`src/verilog/eprom_pkg.sv`:
```
`default_nettype none
package eprom_pkg;
	// command codes carried in the first byte after a bus reset
	localparam logic [7:0] CMD_READ_PAGE = 8'hC3;
	localparam logic [7:0] CMD_PROG_MAIN = 8'h0F;
	localparam logic [7:0] CMD_PROG_STAT = 8'h55;
	// field sizes in bytes
	localparam int MAIN_BYTES = 128;
	localparam int STAT_BYTES = 8;
	localparam int PAGE_BYTES = 32;
	localparam logic [4:0] PAGE_LAST = 5'h1F;
	localparam logic [7:0] BLANK_BYTE = 8'hFF;
	localparam logic [7:0] FACTORY_STAT = 8'h00;
	localparam logic [7:0] CRC_ZERO = 8'h00;
	// x^8+x^5+x^4+1 in reflected form, lsb first
	localparam logic [7:0] CRC_POLY_REFL = 8'h8C;
	// program pulse length
	localparam int CLK_HZ = 25_000_000;
	localparam int PROG_TIME_US = 480;
	localparam int PROG_CYC = PROG_TIME_US * (CLK_HZ / 1_000_000);
	localparam int FIFO_DEPTH = 32;
	localparam int RETRY_LIMIT = 3;

	typedef enum logic [8:0] {
		S_CMD = 9'h001, S_ALO = 9'h002, S_AHI = 9'h004, S_DAT = 9'h008, S_HCRC = 9'h010,
		S_RDAT = 9'h020, S_PCRC = 9'h040, S_VER = 9'h080, S_ONES = 9'h100
	} dev_state_type;

	typedef enum logic [5:0] {
		M_IDLE = 6'h01, M_RST = 6'h02, M_TX = 6'h04, M_RX = 6'h08, M_SEQ = 6'h10, M_PROG = 6'h20
	} mst_state_type;

	typedef enum logic [8:0] {
		P_CMD = 9'h001, P_ALO = 9'h002, P_AHI = 9'h004, P_DAT = 9'h008, P_HCRC = 9'h010,
		P_RDAT = 9'h020, P_PCRC = 9'h040, P_PROG = 9'h080, P_VER = 9'h100
	} phase_type;

	// one bit into the crc generator, lsb first
	function automatic logic [7:0] crc8_step(input logic [7:0] c, input logic b);
		crc8_step = {1'b0, c[7:1]} ^ ((c[0] ^ b) ? CRC_POLY_REFL : CRC_ZERO);
	endfunction
endpackage
`default_nettype wire

```
`src/verilog/eprom_link_if.sv`:
```
`timescale 1ns/1ns
`default_nettype none
// slot-level view of the single-wire link; one slot per req/ack pair
interface eprom_link_if;
	logic bus_rst;
	logic slot_req;
	logic slot_wr;
	logic slot_bit;
	logic prog;
	logic slot_ack;
	logic rd_bit;
	modport master (output bus_rst, output slot_req, output slot_wr, output slot_bit, output prog,
		input slot_ack, input rd_bit);
	modport device (input bus_rst, input slot_req, input slot_wr, input slot_bit, input prog,
		output slot_ack, output rd_bit);
endinterface
`default_nettype wire

```
`src/verilog/sync_fifo.sv`:
```
`timescale 1ns/1ns
`default_nettype none
module sync_fifo #(
	parameter int WIDTH = 8,
	parameter int DEPTH = 32
) (
	input wire logic clk_sys,
	input wire logic rst,
	input wire logic in_valid,
	output logic in_ready,
	input wire logic [WIDTH-1:0] in_data,
	output logic out_valid,
	input wire logic out_ready,
	output logic [WIDTH-1:0] out_data
);
	localparam int AW = $clog2(DEPTH);
	logic [WIDTH-1:0] mem [DEPTH];
	logic [AW-1:0] wp_r, rp_r;
	logic [AW:0] cnt_r;
	logic push, pop;

	// full and empty straight from the occupancy count
	assign in_ready = cnt_r != (AW+1)'(DEPTH);
	assign out_valid = cnt_r != '0;
	assign out_data = mem[rp_r];
	assign push = in_valid & in_ready;
	assign pop = out_valid & out_ready;

	always_ff @(posedge clk_sys) begin
		if (push) begin
			mem[wp_r] <= in_data;
		end
	end

	// depth is a power of two, so pointers wrap by themselves
	always_ff @(posedge clk_sys or posedge rst) begin
		if (rst) begin
			wp_r <= '0;
			rp_r <= '0;
			cnt_r <= '0;
		end else begin
			if (push) wp_r <= wp_r + 1'b1;
			if (pop) rp_r <= rp_r + 1'b1;
			if (push && !pop) cnt_r <= cnt_r + 1'b1;
			else if (pop && !push) cnt_r <= cnt_r - 1'b1;
		end
	end
endmodule
`default_nettype wire

```
`src/verilog/eprom_master.sv`:
```
`timescale 1ns/1ns
`default_nettype none
module eprom_master
	import eprom_pkg::*;
#(
	parameter int PROG_CYCLES = PROG_CYC,
	parameter int RETRIES = RETRY_LIMIT
) (
	input wire logic clk_sys,
	input wire logic rst,
	eprom_link_if.master link,
	input wire logic start,
	input wire logic [7:0] cmd,
	input wire logic [15:0] addr,
	input wire logic [7:0] wdata,
	input wire logic [7:0] len,
	output logic busy,
	output logic done,
	output logic err,
	output logic rd_valid,
	output logic [7:0] rd_data,
	input wire logic rd_ready
);
	localparam int PCW = $clog2(PROG_CYCLES + 1);
	mst_state_type ms_r;
	phase_type ph_r;
	logic [2:0] cnt_r;
	logic [7:0] sh_r, crc_r, cmd_l, wd_l, left_r, push_data_r, rx_byte;
	logic [15:0] addr_l, a_r;
	logic [PCW-1:0] pc_r;
	logic [3:0] tries_r;
	logic pend_r, req_r, wr_r, bit_r, rst_r, prog_r, busy_r, done_r, err_r, push_r, f_ready;

	assign link.slot_req = req_r;
	assign link.slot_wr = wr_r;
	assign link.slot_bit = bit_r;
	assign link.bus_rst = rst_r;
	assign link.prog = prog_r;
	assign busy = busy_r;
	assign done = done_r;
	assign err = err_r;
	assign rx_byte = {link.rd_bit, sh_r[7:1]};

	// read data waits here; a full fifo holds off the next data read slot
	sync_fifo #(.WIDTH(8), .DEPTH(FIFO_DEPTH)) rd_fifo (
		.clk_sys(clk_sys),
		.rst(rst),
		.in_valid(push_r),
		.in_ready(f_ready),
		.in_data(push_data_r),
		.out_valid(rd_valid),
		.out_ready(rd_ready),
		.out_data(rd_data)
	);

	// slot engine and command sequencer
	always_ff @(posedge clk_sys or posedge rst) begin
		if (rst) begin
			ms_r <= M_IDLE;
			ph_r <= P_CMD;
			cnt_r <= 3'h0;
			sh_r <= 8'h00;
			crc_r <= CRC_ZERO;
			cmd_l <= 8'h00;
			wd_l <= 8'h00;
			left_r <= 8'h00;
			addr_l <= 16'h0000;
			a_r <= 16'h0000;
			pc_r <= '0;
			tries_r <= 4'h0;
			pend_r <= 1'b0;
			req_r <= 1'b0;
			wr_r <= 1'b0;
			bit_r <= 1'b1;
			rst_r <= 1'b0;
			prog_r <= 1'b0;
			busy_r <= 1'b0;
			done_r <= 1'b0;
			err_r <= 1'b0;
			push_r <= 1'b0;
			push_data_r <= 8'h00;
		end else begin
			req_r <= 1'b0;
			rst_r <= 1'b0;
			done_r <= 1'b0;
			push_r <= 1'b0;
			case (ms_r)
				M_IDLE: begin
					if (start) begin
						cmd_l <= cmd;
						wd_l <= wdata;
						addr_l <= addr;
						left_r <= len;
						tries_r <= 4'h0;
						busy_r <= 1'b1;
						err_r <= 1'b0;
						rst_r <= 1'b1;
						ms_r <= M_RST;
					end
				end
				M_RST: begin
					// header restarts from scratch after every bus reset
					crc_r <= CRC_ZERO;
					sh_r <= cmd_l;
					a_r <= addr_l;
					cnt_r <= 3'h0;
					pend_r <= 1'b0;
					ph_r <= P_CMD;
					ms_r <= M_TX;
				end
				M_TX: begin
					if (!pend_r) begin
						req_r <= 1'b1;
						wr_r <= 1'b1;
						bit_r <= sh_r[0]; // RULE_20
						crc_r <= crc8_step(crc_r, sh_r[0]);
						pend_r <= 1'b1;
					end else if (link.slot_ack) begin
						pend_r <= 1'b0;
						sh_r <= {1'b0, sh_r[7:1]};
						cnt_r <= cnt_r + 3'h1;
						if (cnt_r == 3'h7) ms_r <= M_SEQ;
					end
				end
				M_RX: begin
					if (!pend_r) begin
						// a push still in flight is not yet counted in the buffer's ready; wait for it
						if (ph_r != P_RDAT || (f_ready && !push_r)) begin
							req_r <= 1'b1;
							wr_r <= 1'b0;
							bit_r <= 1'b1;
							pend_r <= 1'b1;
						end
					end else if (link.slot_ack) begin
						pend_r <= 1'b0;
						sh_r <= rx_byte;
						if (ph_r == P_RDAT) crc_r <= crc8_step(crc_r, link.rd_bit);
						cnt_r <= cnt_r + 3'h1;
						if (cnt_r == 3'h7) ms_r <= M_SEQ;
					end
				end
				M_PROG: begin
					pc_r <= pc_r + 1'b1;
					if (pc_r == PCW'(PROG_CYCLES - 1)) begin
						prog_r <= 1'b0;
						ph_r <= P_VER;
						ms_r <= M_RX;
					end
				end
				M_SEQ: begin
					ms_r <= M_TX;
					case (ph_r)
						P_CMD: begin
							sh_r <= a_r[7:0]; // RULE_01
							ph_r <= P_ALO;
						end
						P_ALO: begin
							sh_r <= a_r[15:8];
							ph_r <= P_AHI;
						end
						P_AHI: begin
							if (cmd_l == CMD_READ_PAGE) begin
								ph_r <= P_HCRC;
								ms_r <= M_RX;
							end else begin
								sh_r <= wd_l; // RULE_08
								ph_r <= P_DAT;
							end
						end
						P_DAT: begin
							ph_r <= P_HCRC;
							ms_r <= M_RX;
						end
						P_HCRC: begin
							if (sh_r != crc_r) begin
								// mismatch: reset the bus and try again, bounded
								if (tries_r == 4'(RETRIES)) begin // RULE_03
									err_r <= 1'b1;
									busy_r <= 1'b0;
									done_r <= 1'b1;
									ms_r <= M_IDLE;
								end else begin
									tries_r <= tries_r + 4'h1;
									ms_r <= M_RST;
								end
								rst_r <= 1'b1;
							end else if (cmd_l == CMD_READ_PAGE) begin
								crc_r <= CRC_ZERO;
								if (left_r == 8'h00) begin
									rst_r <= 1'b1;
									busy_r <= 1'b0;
									done_r <= 1'b1;
									ms_r <= M_IDLE;
								end else begin
									ph_r <= P_RDAT;
									ms_r <= M_RX;
								end
							end else begin
								prog_r <= 1'b1; // RULE_10
								pc_r <= '0;
								ph_r <= P_PROG;
								ms_r <= M_PROG;
							end
						end
						P_RDAT: begin
							push_r <= 1'b1;
							push_data_r <= sh_r;
							left_r <= left_r - 8'h01;
							a_r <= a_r + 16'h0001;
							ms_r <= M_RX;
							if (a_r[4:0] == PAGE_LAST) begin
								ph_r <= P_PCRC;
							end else if (left_r == 8'h01) begin
								rst_r <= 1'b1;
								busy_r <= 1'b0;
								done_r <= 1'b1;
								ms_r <= M_IDLE;
							end
						end
						P_PCRC: begin
							if (sh_r != crc_r) err_r <= 1'b1;
							crc_r <= CRC_ZERO;
							ph_r <= P_RDAT;
							ms_r <= M_RX;
							if (left_r == 8'h00 || a_r >= 16'(MAIN_BYTES)) begin
								rst_r <= 1'b1;
								busy_r <= 1'b0;
								done_r <= 1'b1;
								ms_r <= M_IDLE;
							end
						end
						default: begin
							// verify: any one left where a zero was asked means reprogram, or err once the retries are used up
							if ((sh_r & ~wd_l) != 8'h00 && tries_r != 4'(RETRIES)) begin // RULE_12
								tries_r <= tries_r + 4'h1;
								ms_r <= M_RST;
							end else begin
								err_r <= (sh_r & ~wd_l) != 8'h00;
								busy_r <= 1'b0;
								done_r <= 1'b1;
								ms_r <= M_IDLE;
							end
							rst_r <= 1'b1;
						end
					endcase
				end
				default: ms_r <= M_IDLE;
			endcase
		end
	end
endmodule
`default_nettype wire

```
`src/flat_wrapper.sv`:
```
// flat-port wrapper written by rule: the top's interface ports become plain ports
module eprom_master_flat import eprom_pkg::*;
#(
	parameter int PROG_CYCLES = PROG_CYC,
	parameter int RETRIES = RETRY_LIMIT
)
  (clk_sys, rst, start, cmd, addr, wdata, len, busy, done, err, rd_valid, rd_data, rd_ready, link_bus_rst, link_slot_req, link_slot_wr, link_slot_bit, link_prog, link_slot_ack, link_rd_bit);
  eprom_link_if link_i ();
  input wire logic clk_sys;
  input wire logic rst;
  input wire logic start;
  input wire logic [7:0] cmd;
  input wire logic [15:0] addr;
  input wire logic [7:0] wdata;
  input wire logic [7:0] len;
  output logic busy;
  output logic done;
  output logic err;
  output logic rd_valid;
  output logic [7:0] rd_data;
  input wire logic rd_ready;
  output wire logic [$bits(link_i.bus_rst)-1:0] link_bus_rst;
  output wire logic [$bits(link_i.slot_req)-1:0] link_slot_req;
  output wire logic [$bits(link_i.slot_wr)-1:0] link_slot_wr;
  output wire logic [$bits(link_i.slot_bit)-1:0] link_slot_bit;
  output wire logic [$bits(link_i.prog)-1:0] link_prog;
  input wire logic [$bits(link_i.slot_ack)-1:0] link_slot_ack;
  input wire logic [$bits(link_i.rd_bit)-1:0] link_rd_bit;
  assign link_bus_rst = link_i.bus_rst;
  assign link_slot_req = link_i.slot_req;
  assign link_slot_wr = link_i.slot_wr;
  assign link_slot_bit = link_i.slot_bit;
  assign link_prog = link_i.prog;
  assign link_i.slot_ack = link_slot_ack;
  assign link_i.rd_bit = link_rd_bit;
  eprom_master #(.PROG_CYCLES(PROG_CYCLES), .RETRIES(RETRIES)) u_core (.clk_sys(clk_sys), .rst(rst), .link(link_i), .start(start), .cmd(cmd), .addr(addr), .wdata(wdata), .len(len), .busy(busy), .done(done), .err(err), .rd_valid(rd_valid), .rd_data(rd_data), .rd_ready(rd_ready));
endmodule
```
`config.mk`:
```
export PLATFORM = sky130hd
export DESIGN_NAME = eprom_master_flat
export DESIGN_NICKNAME = d
export VERILOG_FILES = /design/src/verilog/eprom_pkg.sv /design/src/verilog/eprom_link_if.sv /design/src/verilog/sync_fifo.sv /design/src/verilog/eprom_master.sv /design/src/flat_wrapper.sv
export SDC_FILE = /design/constraint.sdc
export NUM_CORES = 1
export LEC_CHECK = 0
export BUFFER_PORTS_ARGS = -buffer_cell sky130_fd_sc_hd__buf_2
export CORE_MARGIN = 2
export CORE_UTILIZATION = 30
export CTS_CLUSTER_SIZE = 10
export DETAILED_ROUTE_END_ITERATION = 10
export SYNTH_ARGS = -nofsm -noshare
export SYNTH_HDL_FRONTEND = slang
export SYNTH_SLANG_ARGS = --single-unit
```
`constraint.sdc`:
```
create_clock -name clk_sys -period 4.9 [get_ports clk_sys]
set_input_delay 0.735 -clock clk_sys [delete_from_list [all_inputs] [get_ports clk_sys]]
set_output_delay 0.735 -clock clk_sys [all_outputs]
set_load 0.01 [all_outputs]
```
; After elaboration in Yosys (flattened, before gate mapping)
; Memory sizes are Yosys's and may differ from the RTL's.
; Index checks and enable logic that the tools add are counted.
[word_totals]
ff_bits = 142
ram_bits = 256
n_memories = 1
[op_classes]
add_sub_neg = 9
order_cmp = 1
n_eq_ne = 64
n_mux = 118
bitwise = 8
reduce_logical = 41
[memory_table]
columns = name, depth, word_bits, rd, rd_clocked_by_memory_dff, write_ports, line_no
row1 = u_core.rd_fifo.mem, 32, 8, 1, 0, 1, sync_fifo.sv:17  ; logic [WIDTH-1:0] mem [DEPTH];
[ops]
columns = cell, n
row1 = $mux 8, 15
row2 = $pmux 8 s4, 2
row3 = $pmux 9 s7, 1
row4 = $mux 6, 10
row5 = $mux 1, 45
row6 = $mux 9, 5
row7 = $mux 14, 3
row8 = $pmux 6 s6, 1
row9 = $mux 4, 8
row10 = $pmux 16 s2, 1
row11 = $pmux 8 s2, 2
row12 = $pmux 6 s5, 1
row13 = $pmux 14 s2, 1
row14 = $pmux 9 s3, 1
row15 = $pmux 8 s3, 1
row16 = $ne 2x1->1 const B, 10
row17 = $ne 2x2->1 const B, 10
row18 = $ne 3x3->1 const B, 6
row19 = $add 16x1->16 const B, 1
row20 = $ge 16x8->1 const B, 1
row21 = $mux 16, 1
row22 = $pmux 4 s2, 2
row23 = $xor 7x8->8, 2
row24 = $ne 3x2->1 const B, 5
row25 = other kinds (68), 106

; Logic depth before layout (Yosys ltp)
; Gate-level depths: netlist of the first run.
[logic_depth]
depth_word = 7
depth_mapped = 13
depth_no_buf = 13

; Modules after synthesis
; A second synthesis of the first run with hierarchy kept.
[unflattened]
cells_unflattened = 1317
area_unflattened_um2 = 17973.5
[modules_own_cells]
columns = mod, n_inst, cells_per_inst, area_per_inst_um2, seq_area_each_um2
row1 = sync_fifo, 1, 564, 10950.5, 8087.8
row2 = eprom_master, 1, 753, 7023.0, 3156.8

; Worst setup path after synthesis of the first run
; Ideal clock, no wire load.
[synth_timing]
path_type = reg2reg
startpoint = reg u_core.rd_fifo.cnt_r[0]
endpoint = reg u_core.rd_fifo.cnt_r[5]
setup_ns = 0.124
t_arrival_ns = 3.192
t_required_ns = 4.776
setup_slack_ns = 1.585
path_stages_with_launch = 14
period_less_slack_ns = 3.315
cell_sequence = dfrtp_1 -> or4_1 -> or3_1 -> and2_1 -> inv_1 -> ha_1 -> inv_1 -> ha_1 -> a21o_1 -> a21o_1 -> a21oi_1 -> nor3_1 -> a211o_1 -> xor2_1
[synth_via]
elab_chain_len = 5
[synth_rtl]
columns = item, line_no
row1 = from (decl), sync_fifo.sv:19  ; logic [AW:0] cnt_r;
row2 = from (signal assigned), sync_fifo.sv:44  ; if (push && !pop) cnt_r <= cnt_r + 1'b1;
row3 = from (signal assigned), sync_fifo.sv:45  ; else if (pop && !push) cnt_r <= cnt_r - 1'b1;
row4 = $reduce_bool 6->1 (*), sync_fifo.sv:24  ; assign out_valid = cnt_r != '0;
row5 = named net rd_valid, flat_wrapper.sv:19  ; output logic rd_valid;
row6 = $and 1x1->1 (*), sync_fifo.sv:27  ; assign pop = out_valid & out_ready;
row7 = $logic_not 1->1, sync_fifo.sv:44
row8 = $logic_and 1x1->1, sync_fifo.sv:44
row9 = $mux 6 or $reduce_bool 2->1 (tied branches), -
; The timed path passes the listed nets; every way through them passes the cells marked *. The select of a mux whose other input is x is not followed.
; A chain may end at the register's enable or synchronous reset.

; Final worst setup path of the first run
[layout_timing]
startpoint = reg u_core.rd_fifo.rp_r[0]
endpoint = out rd_data[3]
[layout_via]
elab_chain_len = 1
[layout_rtl]
columns = item, line_no
row1 = from (decl), sync_fifo.sv:18  ; logic [AW-1:0] wp_r, rp_r;
row2 = from (signal assigned), sync_fifo.sv:43  ; if (pop) rp_r <= rp_r + 1'b1;
row3 = $mem_v2 32x8, -
row4 = to (decl), flat_wrapper.sv:20  ; output logic [7:0] rd_data;
; Every way passes these cells.

==> results of run 1 <==
==> stage by stage <==
stage / cell area, um^2 / hold WS (ns) / cells / setup WS, ns / utilization (%)
3_3_place_gp: 18700 / 0.473 / 1969 / 1.44 / 32.4
4_1_cts: 20000 / 0.265 / 2044 / 0.799 / 34.6
5_1_grt: 20000 / 0.308 / 2044 / 0.710 / 34.6
3_5_place_dp: 18700 / 0.487 / 1969 / 1.43 / 32.4
6_report: 20000 / 0.254 / 2045 / 0.878 / 34.6
2_1_floorplan: 17600 / 0.455 / 1193 / 0.360 / -
==> final cells by class <==
| cell class | instances | area, um^2 | share of cell area [%] |
|---|---|---|---|
| antenna | 1 | 2.50 | 0.0125 |
| clock buffer | 71 | 1240 | 6.22 |
| clock inverter | 4 | 45.0 | 0.225 |
| inverter | 28 | 110 | 0.550 |
| multi-input combinational | 705 | 5990 | 29.9 |
| sequential | 398 | 11200 | 56.2 |
| tap | 765 | 957 | 4.79 |
| timing repair buffer | 73 | 405 | 2.03 |
==> cells in the final DEF (no fill, tap or decap), types with 16 or more instances in the layout <==
cell type	n
clkbuf_16	46
xnor2_1	25
nand4_1	17
o21ai_0	57
dfrtp_1	137
clkbuf_1	25
mux4_2	80
nand2_1	88
inv_1	26
nand3_1	26
buf_2	62
mux2_2	53
a21oi_1	46
edfxtp_1	256
ha_1	20
nor3_1	16
nor2_1	91
==> state kept, by name, indices dropped and copies added (netlist names), 3 cells and up <==
name,count
u_core.a_r,16
u_core.addr_l,16
u_core.cmd_l,8
u_core.cnt_r,3
u_core.crc_r,8
u_core.left_r,8
u_core.ms_r,6
u_core.pc_r,14
u_core.ph_r,9
u_core.push_data_r,8
u_core.rd_fifo.cnt_r,6
u_core.rd_fifo.mem,256
u_core.rd_fifo.rp_r,5
u_core.rd_fifo.wp_r,5
u_core.sh_r,8
u_core.tries_r,4
u_core.wd_l,8
==> metal layers <==
metal	part of all wire [%]	wire, um
met3	6.6	2700
met4	1.9	760
met5	0	0
met1	44	17900
met2	47	19200
==> synth_stat cells, drive strengths merged, types with 3 or more instances <==
| cell | instances |
|---|---|
| o2111ai | 3 |
| xnor2 | 25 |
| nand2b | 11 |
| a222oi | 7 |
| o22ai | 7 |
| dfstp | 3 |
| a21boi | 4 |
| nor4 | 11 |
| nor4bb | 3 |
| and2 | 5 |
| buf | 22 |
| nor3b | 4 |
| a22o | 3 |
| edfxtp | 256 |
| a211oi | 4 |
| nand3b | 8 |
| mux2i | 13 |
| nand4 | 17 |
| a22oi | 9 |
| and4 | 5 |
| ha | 20 |
| xor2 | 15 |
| nand2 | 89 |
| nand4b | 4 |
| mux2 | 53 |
| dfrtp | 139 |
| and3 | 7 |
| nor3 | 19 |
| or4 | 3 |
| mux4 | 80 |
| a21o | 6 |
| inv | 27 |
| a31oi | 6 |
| nand3 | 26 |
| nor2 | 91 |
| a21oi | 46 |
| clkbuf | 40 |
| o21ai | 58 |
==> path summary, 6_finish.rpt <==
kind	start	to	slack (ns)	cells after the start
hold / removal	rst	u_core.pc_r[7]	0.25	2
setup reg to reg	u_core.rd_fifo.cnt_r[1]	u_core.rd_fifo.cnt_r[5]	1.42	13
setup / recovery	u_core.rd_fifo.rp_r[0]	rd_data[3]	0.88	5
hold reg to reg	u_core.cnt_r[0]	u_core.cnt_r[0]	0.49	1
min in group clk_sys	addr[2]	u_core.addr_l[2]	0.39	2
max in group asynchronous	rst	u_core.wd_l[3]	3.63	3
==> logic make-up (layout without fill, tap and decap cells) <==
group / Yosys count / count (layout)
flip-flops: 398 / 398
AND/OR/NAND/NOR: 314 / 314
AO/OA/AOI/OAI: 184 / 184
multiplexers: 146 / 146
buffers and inverters: 90 / 176
XOR/XNOR: 40 / 40
adder cells (fa/ha/maj): 21 / 21
other: 0 / 1
==> power by group <==
part,internal (mW),switching [mW]
registers,3.88,0.410
clock network,1.74,1.31
logic,0.615,0.699
total,6.24,2.42
==> impl_summary.md, run 1 <==
Synthesis
The adder and majority cell fraction of the synthesized area is roughly 1.5%. The post-synthesis area per instance is between 10 and 15 um^2. The largest total area in the synthesized netlist belongs to edfxtp_1. The mapped netlist covers 17,600 um^2. The number of nets produced by synthesis is ~1,300.

The number of synthesized flops with an enable pin is 256. The number of warnings reported in the yosys synthesis log is 0. After synthesis, the share of flip-flops with an asynchronous set or reset is between 30% and 40%.

By area the synthesized netlist is led by edfxtp_1 (44%), dfrtp_1 (20%), mux4_2 (10%). By area, the combinational part of the netlist is dominated by multiplexers. Synthesis produced between 1,000 and 1,500 cells. The dominant register cell in the synthesized netlist is edfxtp_1. The share of the synthesized area in the top cell type is between 40 and 50%. The simple-gate area share of the yosys netlist is under 10%. For this run, the register share of the synthesized area comes to a little under two thirds. The unique cell type count in the Yosys netlist is 82. After synthesis the netlist holds a flip-flop and latch count of ~400. The portion of netlist area occupied by mux cells is 14.4%. Of the total synthesized cell area, the portion taken by XOR and XNOR cells is 1.99%.

The compound-gate portion of the synthesized area is ~6.9%.

Detailed routing
Using the TritonRoute via totals, the vias-per-cell ratio works out to between 5 and 6. For this run, design rule violations remaining after detail routing come to 0. The detailed-route wire length is between 40 and 50 mm. For this block, the initial DRC count from the detailed router was approximately 1,100. The total via count in the routed design is about 10,000. After detailed routing, the average wire length per cell comes to roughly 20 um. The number of nets still failing antenna checks after routing is 0.

The pre-antenna-repair detailed-routing pass consisted of 6 iterations.

Cells and area
The synthesis-to-finish area growth is 13.7%. Cells with a size suffix above 1 make up 21.8% of the layout. The net count of the finished layout is around 1,300. The total of fill cells in the finished design is 5,538.

Critical path
The largest fanout on the critical path is 24. The worst path required time is ~4.2 ns. The count of buffer and inverter cells on the critical path is 2. Traced cell by cell, the critical path runs through buf_4 -> mux4_2 -> mux4_2 -> mux2_2 -> buf_2. The worst setup path is launched from a register. At the worst endpoint, the arrival time is between 3 and 4 ns. The delay contributed by the slowest stage of the critical path is roughly 0.73 ns.

STA classifies the critical path endpoint as an output port. The cell that appears most often on the critical path is mux4_2. The kind of critical path is reg -> out. For this design, the slowest cell found on the critical path is dfrtp_4.

The gate family responsible for the most delay along the worst path is multiplexers.

Clock tree
The total of cells resized after clock tree synthesis is 0. The clock tree root driver cell is clkbuf_16. The number of clock sinks seen by CTS is 398. The TritonCTS clock tree is built.

The clock latency reported for the late side of the worst-skew pair is 0.58 ns. The number of H-tree levels is 2. Buffers inserted to repair hold after CTS numbered 0.

Clock tree synthesis inserted a total of 46 buffers. Counting along the longest clock path gives a buffer depth of 3. In this run the post-CTS setup repair buffer count came out at 0.

The clock transition at the registers of the reported paths is approximately 0.060 ns.

GRT
Entering global routing, the biggest net connects around 70 pins. The met2 usage in global routing is around 22%. The first global-routing pass estimated 63.6 mm of wire. The number of antenna violations at the first check in global routing is 0. The total overflow left after global routing is 0. After global routing, the most crowded layer is met2. The total track usage is about 14%. The met1 track demand over resource in global routing is 18.5%. The met3 capacity usage during global routing is about 2.8%. The via count of the first global-routing pass came to 10,623.

Die
From bottom edge to top edge, the die measures approximately 250 um. The floorplan step defined a die boundary enclosing 60,600 um^2. The placeable core region is 57,800 um^2. The x dimension of the die is between 200 and 250 um. For this configuration, the core starts out at a cell density of 30.4%. The number of ports placed on the die boundary is 63. The initialized floorplan defines slightly below 90 standard-cell rows.

Place
The port buffer count is between 60 and 70. At the end of routability-driven placement, the weighted congestion stood at ~0.87. The HPWL after detailed placement is approximately 27 mm.

Timing
Setup repair after global routing left no endpoint under its margin. The minimum clock period after layout is slightly above 4 ns. Setup violations remaining at the end of the flow were counted as 0. The sum of negative setup slack is 0 ns. The worst pin sits at a relative slew slack of 16.7%. The number of max-slew violations in the final report is 0.

Across the routed clock network, the largest skew measured is about 0.015 ns. The worst path uses between 80% and 90% of the clock period. Static timing analysis puts the maximum clock frequency at 249 MHz. At the pin with the least slew margin, the transition time is around 1.2 ns. The final count of hold timing violations is 0.

Worst hold path
The worst hold path belongs to the class in -> async.

Power and ir drop
Power spread over the standard cell area amounts to approximately 430 nW/um^2. For this design the static power due to leakage is around 7.6 nW. The largest vdd supply drop is ~0.3 mV. Summing internal, switching and leakage power gives between 8 and 9 mW.

Flow run
Max-cap violations in this run came to 0.

Outcome
The flow ran to the end, and the final reports show no timing, DRC or antenna violations.
Note: power is estimated with default switching activity, not from simulation.
==> run 2: changes to the inputs <==
- clock period: 4.9 -> 3.3 ns (I/O delays scaled with it)
==> run 2 against run 1 <==
The run now ends with setup timing left. Non-clock buffer count is 61 higher. Die area is the same. Sequential share of layout area shrank 2.0 points. Clock power grew 50%. Largest cell class unchanged. Critical endpoint is now rd_data[7]. Sequential power rose by 48%. Final cell count rose by 2.8%. Clock-buffer cell count fell by 5. Register-to-register slack got worse by 1.3 ns. Critical path type unchanged. Utilization up 1.3 points.
==> impl_summary.md, run 2 (synthesis results as in run 1) <==
Outcome
The run finished, with violations left. The final reports fail on setup timing.

Critical path
The worst setup slack for register-to-register paths is 0.10 ns (-1.32 ns). The worst path required time is 2.80 ns (-1.36 ns). The most critical setup path has its startpoint at u_core.rd_fifo.rp_r[0]. The worst reg-to-reg path cell count is 13 (unchanged). The depth of the critical timing path with buffers and inverters included is 6 (+1). The timing endpoint of the critical path is rd_data[7].

In this run the critical register-to-register path is captured at u_core.rd_fifo.cnt_r[5]. The largest fanout on the critical path came to 5 (-79%). The slowest library cell on the worst path is mux4_2. The kind of launch point of the worst setup path is a register. The signal on the critical path passes through buf_12 -> buf_12 -> mux4_2 -> mux4_2 -> mux2_4 -> buf_6. The count of buffer and inverter cells on the critical path is 3 (+1). The kind of critical path is reg -> out. STA classifies the critical path endpoint as an output port. The worst flop-to-flop path startpoint is u_core.rd_fifo.cnt_r[1]. The gate family responsible for the most delay along the worst path is multiplexers.

The delay contributed by the slowest stage of the critical path was 0.56 ns (-0.17 ns). The arrival time of data at the critical path endpoint is 2.85 ns (-0.44 ns).

Cells and area
The number of flip-flops under the largest register name is 256 (unchanged). The final design area excluding fillers is 20,700 um^2 (+3.7%). The combined flip-flop and latch cell area came to 11,300 um^2 (about the same).

The share of post-route cells with drive strength above 1 came to 25.8% (+4.0 points). The largest registers in the layout are u_core.rd_fifo.mem: 256 flops, u_core.a_r: 16 flops, u_core.addr_l: 16 flops. The net count of the finished layout was 1,380 (+4.6%).

The register with the most flip-flops in the final layout is u_core.rd_fifo.mem. The library cells used most frequently in the layout, excluding fill and tap cells, are edfxtp_1 (256), dfrtp_1 (137), nor2_1 (91). The synthesis-to-finish area growth is 17.9%. The area used by multi-input combinational logic is 6030 um^2 (+0.69%). The final instance count without filler cells is 2,102 (+2.8%). Leaving out fill and tap cells, the most frequent cell in the layout is edfxtp_1. The total of fill cells in the finished design is 5,524 (-0.25%).

Timing
The number of max-slew violations in the final report came to 0 (unchanged). The final count of hold timing violations was 0 (unchanged). The worst-case setup margin in the final layout is -0.0494 ns (-0.928 ns). The worst setup skew after layout is 0.0185 ns (+0.00351 ns). The relative slew slack is 19.2% (+2.5 points). Setup repair after global routing could not meet its margin everywhere. The top achievable clock speed is ~300 MHz. The slew of the pin with the lowest slew margin was 1.21 ns (-0.0382 ns). The setup-violating endpoint count in the final report is 5 (+5). The final worst hold slack is 0.145 ns (-0.109 ns).

In the finished design, the share of the clock period the worst path needs comes to 101%. The routed design could run at a clock period as short as ~3.3 ns.

Clock tree
The number of clock sinks seen by CTS came to 398 (unchanged). The clock latency reported for the late side of the worst-skew pair is 0.58 ns (about the same). The number of H-tree levels is 2 (unchanged). The maximum clock insertion buffer count was 3 (unchanged). The TritonCTS clock tree is built. The CTS buffer count was 46 (unchanged). In this run the clock root is driven by a clkbuf_16. The clock transition at the registers of the reported paths came to 0.06 ns (about the same).

Detailed routing
The starting DRC count in detailed routing was 830 (-21%). The total via count in the routed design was 10,679 (+1.7%). The detailed-route wire length is 41.0 mm (+0.95%). The final routed DRC violation total was 0 (unchanged).

The routed length per instance was 19.5 um (-1.8%). The number of detailed-route iterations in the first pass came to 7 (+1). The number of nets still failing antenna checks after routing was 0 (unchanged). The via-per-instance ratio is 5.08 (-1.0%).

Place
The total cell area at the placement stage is 19,100 um^2 (+2.2%). The HPWL after detailed placement is 26.9 mm (+0.48%). The final weighted congestion in routability-driven placement was 0.859 (-0.96%). The number of cells in the design after placement is 2,016 (+2.4%). The port buffer count is 62 (unchanged).

Die
The x dimension of the die is 246 um (unchanged). The total die area was 60,600 um^2 (unchanged). The starting density of the core is 30.4% (unchanged). The placeable core region came to 57,800 um^2 (unchanged). The number of cell rows is 88 (unchanged). The height of the chip came to 246 um (unchanged). The number of ports placed on the die boundary came to 63 (unchanged).

Worst hold path
The path type of the worst min-delay path is in -> reg. Along the worst hold path, the cell count comes to 2.

GRT
The total track usage was 13.7% (+0.087 points). The remaining global-route overflow came to 0 (unchanged). The via count of the first global-routing pass is 11,058 (+4.1%). The number of antenna violations at the first check in global routing is 2 (+2). The wire length of the first global-routing pass came to 64.5 mm (+1.4%). The maximum number of pins on one net before global-route repair is 67 (-1.5%).

Power and ir drop
The largest vdd supply drop came to 0.482 mV (+61%). The cell leakage power was 7.89 nW (+3.5%). The power density of the placed cells is 624 nW/um^2 (+44%).

Flow run
The count of maximum capacitance violations is 0 (unchanged).
==> run 2: repair_timing <==
item | in CTS | in global routing
cloned | 3 | 0
hold buffers | 1 | 0
gates resized for setup | 26 | 9
pin swaps | 0 | 1
endpoints found under the hold margin | 7 | 0
setup buffers | 8 | 2
endpoints found under the setup margin | 8 | 10
==> run 2: final cells by class <==
| type | count | area share [%] |
|---|---|---|
| Antenna cell | 1 | 0.0121 |
| Sequential cell | 398 | 54.2 |
| Multi-Input combinational cell | 705 | 29.1 |
| Clock inverter | 5 | 0.332 |
| Clock buffer | 66 | 5.96 |
| Inverter | 28 | 0.525 |
| Timing Repair Buffer | 134 | 5.25 |
| Tap cell | 765 | 4.61 |
==> run 2: metal layers <==
layer  up-vias  track usage [%]  share of wire [%]
met5         -                0              0.017
met4         2             4.53                2.6
met3        81             2.80                6.0
met2       354             21.9                 47
met1      5394             18.6                 44
li1       4848                -                  -
==> run 2: power breakdown <==
group | internal (mW) | switching (mW)
logic | 0.948 | 1.07
clock network | 2.59 | 1.97
registers | 5.77 | 0.593
==> run 2: worst min-delay path by stage <==
stage	slack (ns)	end	from
6_report	0.14	u_core.cmd_l[0]	cmd[0]
5_1_grt	0.13	u_core.addr_l[6]	addr[6]
4_1_cts	0.11	u_core.cmd_l[7]	cmd[7]
3_5_place_dp	0.49	u_core.pc_r[3]	rst
3_3_place_gp	0.47	u_core.cnt_r[0]	u_core.cnt_r[0]
2_1_floorplan	0.45	u_core.cnt_r[0]	u_core.cnt_r[0]
==> run 2: worst register-to-register path, delay by kind of cell (launching register included) <==
kind / cells / cell delay [ns]
adder cells (fa/ha/maj): 2 / 0.48
flip-flops: 1 / 0.37
AND/OR/NAND/NOR: 4 / 1.12
buffers and inverters: 2 / 0.14
XOR/XNOR: 1 / 0.14
AO/OA/AOI/OAI: 4 / 0.83
==> run 2: stage by stage <==
stage / setup TNS, ns / setup slack [ns] / total power, mW / util, %
after floorplan: 0 / 0.000513 / 7.79 / -
after global placement: 0 / 0.120 / 8.38 / 33.1
after detailed placement: 0 / 0.0762 / 8.45 / 33.1
after CTS: -0.492 / -0.0906 / 13.1 / 35.8
after global routing: -0.678 / -0.104 / 13.6 / 35.9
final: -0.124 / -0.0494 / 12.9 / 35.9
==> run 3: changes to the inputs <==
- CORE_ASPECT_RATIO: unset -> 0.5
==> run 3 against run 2 <==
The run now ends clean. First-iteration DRC count is 4.1% lower. Sequential cell count unchanged. Non-clock buffer count down 30. Die area grew 0.19%. Design area shrank 1.2%. Sequential share of layout area up 0.63 points. Final cell count is 1.0% lower. Largest power group unchanged.
==> impl_summary.md, run 3 (synthesis results as in run 1) <==
Outcome
The run finished with clean final reports.

Timing
The worst-case setup margin in the final layout is 0.00384 ns (+0.0532 ns). The slew of the pin with the lowest slew margin is 1.13 ns (-0.0849 ns). The final count of hold timing violations is 0 (unchanged). The worst setup skew after layout is 0.0135 ns (-0.00501 ns). The number of max-slew violations in the final report is 0 (unchanged). The top achievable clock speed is 303 MHz (+1.6%).

The relative slew slack is 24.9% (+5.7 points). The minimum clock period after layout is 3.30 ns (-0.0532 ns). The fraction of the cycle the final worst path needs came to 99.9% (-1.6 points). The sum of negative setup slack is 0 ns (+0.124 ns).

Setup repair after global routing could not meet its margin everywhere. The setup-violating endpoint count in the final report is 0 (-5).

Flow run
The count of maximum capacitance violations is 0 (unchanged).

Detailed routing
The topmost layer with routed signal wires is met4. The routed metal-1 wirelength is 16.7 mm (-8.3%). The length of routed met3 wiring came to 1.96 mm (-20%). The starting DRC count in detailed routing is 796 (-4.1%). The final routed DRC violation total was 0 (unchanged). The routed length per instance is 18.5 um (-5.3%). The met2 layer wire length in the routed design came to 18.9 mm (-1.8%).

The number of nets still failing antenna checks after routing is 0 (unchanged). The via-per-instance ratio was 4.96 (-2.4%). The total via count in the routed design is 10,319 (-3.4%). The detailed-route wire length is 38.4 mm (-6.3%). The number of detailed-route iterations in the first pass came to 5 (-2).

Place
The worst slack after detailed placement is 0.0357 ns (-0.0406 ns). The number of cells in the design after placement was 1,994 (-1.1%). The final weighted congestion in routability-driven placement is 0.839 (-2.4%). The HPWL after detailed placement is 25.9 mm (-3.8%). The port buffer count is 62 (unchanged). The total cell area at the placement stage is 18,900 um^2 (-1.0%).

Worst hold path
The tightest min-delay check is of the in -> async type.

Die
The x dimension of the die is 346 um (+41%). The height of the chip came to 175 um (-29%). The starting density of the core is 30.5% (+0.089 points). The placeable core region is 57,600 um^2 (-0.29%). The number of ports placed on the die boundary came to 63 (unchanged). The total die area was 60,700 um^2 (+0.19%). The number of cell rows was 62 (-30%).

Critical path
The largest fanout on the critical path is 8 (+3). The arrival time of data at the critical path endpoint came to 2.80 ns (-0.05 ns). Traced cell by cell, the critical path runs through buf_4 -> buf_12 -> buf_12 -> mux4_2 -> mux4_2 -> mux2_4 -> buf_6. The type of destination of the critical path is an output port. The delay contributed by the slowest stage of the critical path is 0.49 ns (-0.07 ns). The gate family responsible for the most delay along the worst path is multiplexers. The launch point of the critical path is u_core.rd_fifo.rp_r[0]. The kind of launch point of the worst setup path is a register.

The worst reg-to-reg path cell count is 13 (unchanged). The worst path required time is 2.80 ns (about the same). The depth of the critical timing path with buffers and inverters included is 7 (+1). The slowest library cell on the worst path is dfrtp_4. The kind of critical path is reg -> out. The critical path ends at rd_data[2]. The endpoint identified for the worst register-to-register timing path is u_core.rd_fifo.cnt_r[5]. The worst flop-to-flop path startpoint is u_core.rd_fifo.cnt_r[1]. The count of buffer and inverter cells on the critical path is 4 (+1). The worst setup slack for register-to-register paths is 0.16 ns (+0.06 ns).

Power and ir drop
The power density of the placed cells was 625 nW/um^2 (+0.22%). The cell leakage power came to 7.70 nW (-2.5%). The largest vdd supply drop is 0.390 mV (-19%).

Clock tree
The CTS buffer count was 45 (-2.2%). Clock tree synthesis selected as its root buffer the cell clkbuf_16. The number of clock sinks seen by CTS is 398 (unchanged).

TritonCTS built the clock tree. The number of H-tree levels was 2 (unchanged). The maximum clock insertion buffer count came to 3 (unchanged). The clock transition at the registers of the reported paths is 0.06 ns (about the same). The clock latency reported for the late side of the worst-skew pair is 0.56 ns (-0.02 ns).

Cells and area
The utilization after layout is 35.6% (-0.32 points). The net count of the finished layout was 1,349 (-2.2%). The share of post-route cells with drive strength above 1 is 23.8% (-2.0 points). The library cell used most frequently in the layout, excluding fill and tap cells, is edfxtp_1. The number of antenna cells inserted came to 0 (-1). u_core.rd_fifo.mem holds more flip-flops than any other register.

The total of fill cells in the finished design is 5,425 (-1.8%). The largest registers in the layout are u_core.rd_fifo.mem: 256 flops, u_core.a_r: 16 flops, u_core.addr_l: 16 flops. Relative to the synthesized area, the layout overhead comes to 16.5%. The final instance count without filler cells came to 2,081 (-1.0%). Leaving out fill and tap cells, the most frequent cells in the layout are edfxtp_1 (256), dfrtp_1 (137), nor2_1 (91).

The number of flip-flops under the largest register name came to 256 (unchanged). The final design area excluding fillers is 20,500 um^2 (-1.2%).

GRT
The maximum number of pins on one net before global-route repair is 70 (+4.5%). The via count of the first global-routing pass is 10,344 (-6.5%). The number of antenna violations at the first check in global routing is 0 (-2). The remaining global-route overflow is 0 (unchanged). The total track usage is 12.8% (-0.97 points).

The wire length of the first global-routing pass is 60.9 mm (-5.6%).
-- run 3: how the worst min path moves through the flow --
stage                     from                 endpoint  slack (ns)  cells after the start
6_report                   rst  u_core.rd_fifo.cnt_r[1]       0.009                      2
5_1_grt                    rst   u_core.rd_fifo.rp_r[0]        0.03                      2
4_1_cts                    rst  u_core.rd_fifo.cnt_r[1]       0.007                      2
3_5_place_dp   u_core.cnt_r[0]          u_core.cnt_r[0]        0.49                      1
3_3_place_gp   u_core.cnt_r[0]          u_core.cnt_r[0]        0.48                      1
2_1_floorplan  u_core.cnt_r[0]          u_core.cnt_r[0]        0.45                      1
-- run 3: timing repair --
action,in CTS,in global routing
setup endpoints to repair,8,10
gates resized for setup,14,10
buffers inserted,6,0
gates cloned,4,0
endpoints found under the hold margin,0,0
hold buffers,0,0
-- run 3: through the flow --
step,hold slack (ns),power (mW)
floorplan,0.455,7.79
global placement,0.480,8.42
detailed placement,0.488,8.46
CTS,0.00715,13.0
global route,0.0305,13.5
finish,0.00858,12.8
-- run 3: layout make-up --
cell class / instances / area [um^2] / area share (%)
sequential: 398 / 11200 / 54.9
multi-input combinational: 705 / 6030 / 29.4
inverter: 28 / 109 / 0.531
clock buffer: 76 / 1240 / 6.06
tap: 768 / 961 / 4.69
timing repair buffer: 104 / 857 / 4.18
clock inverter: 2 / 46.3 / 0.226
-- run 3: metal layers --
layer / GRT usage [%] / up-vias
li1: - / 4794
met1: 16.8 / 5213
met2: 21.7 / 246
met3: 2.19 / 66
met4: 3.77 / 0
met5: 0 / -
-- run 3: report_power, final --
group / switching (mW) / internal [mW]
clock: 1.89 / 2.55
combinational: 1.07 / 0.934
sequential: 0.602 / 5.76
total: 3.57 / 9.25
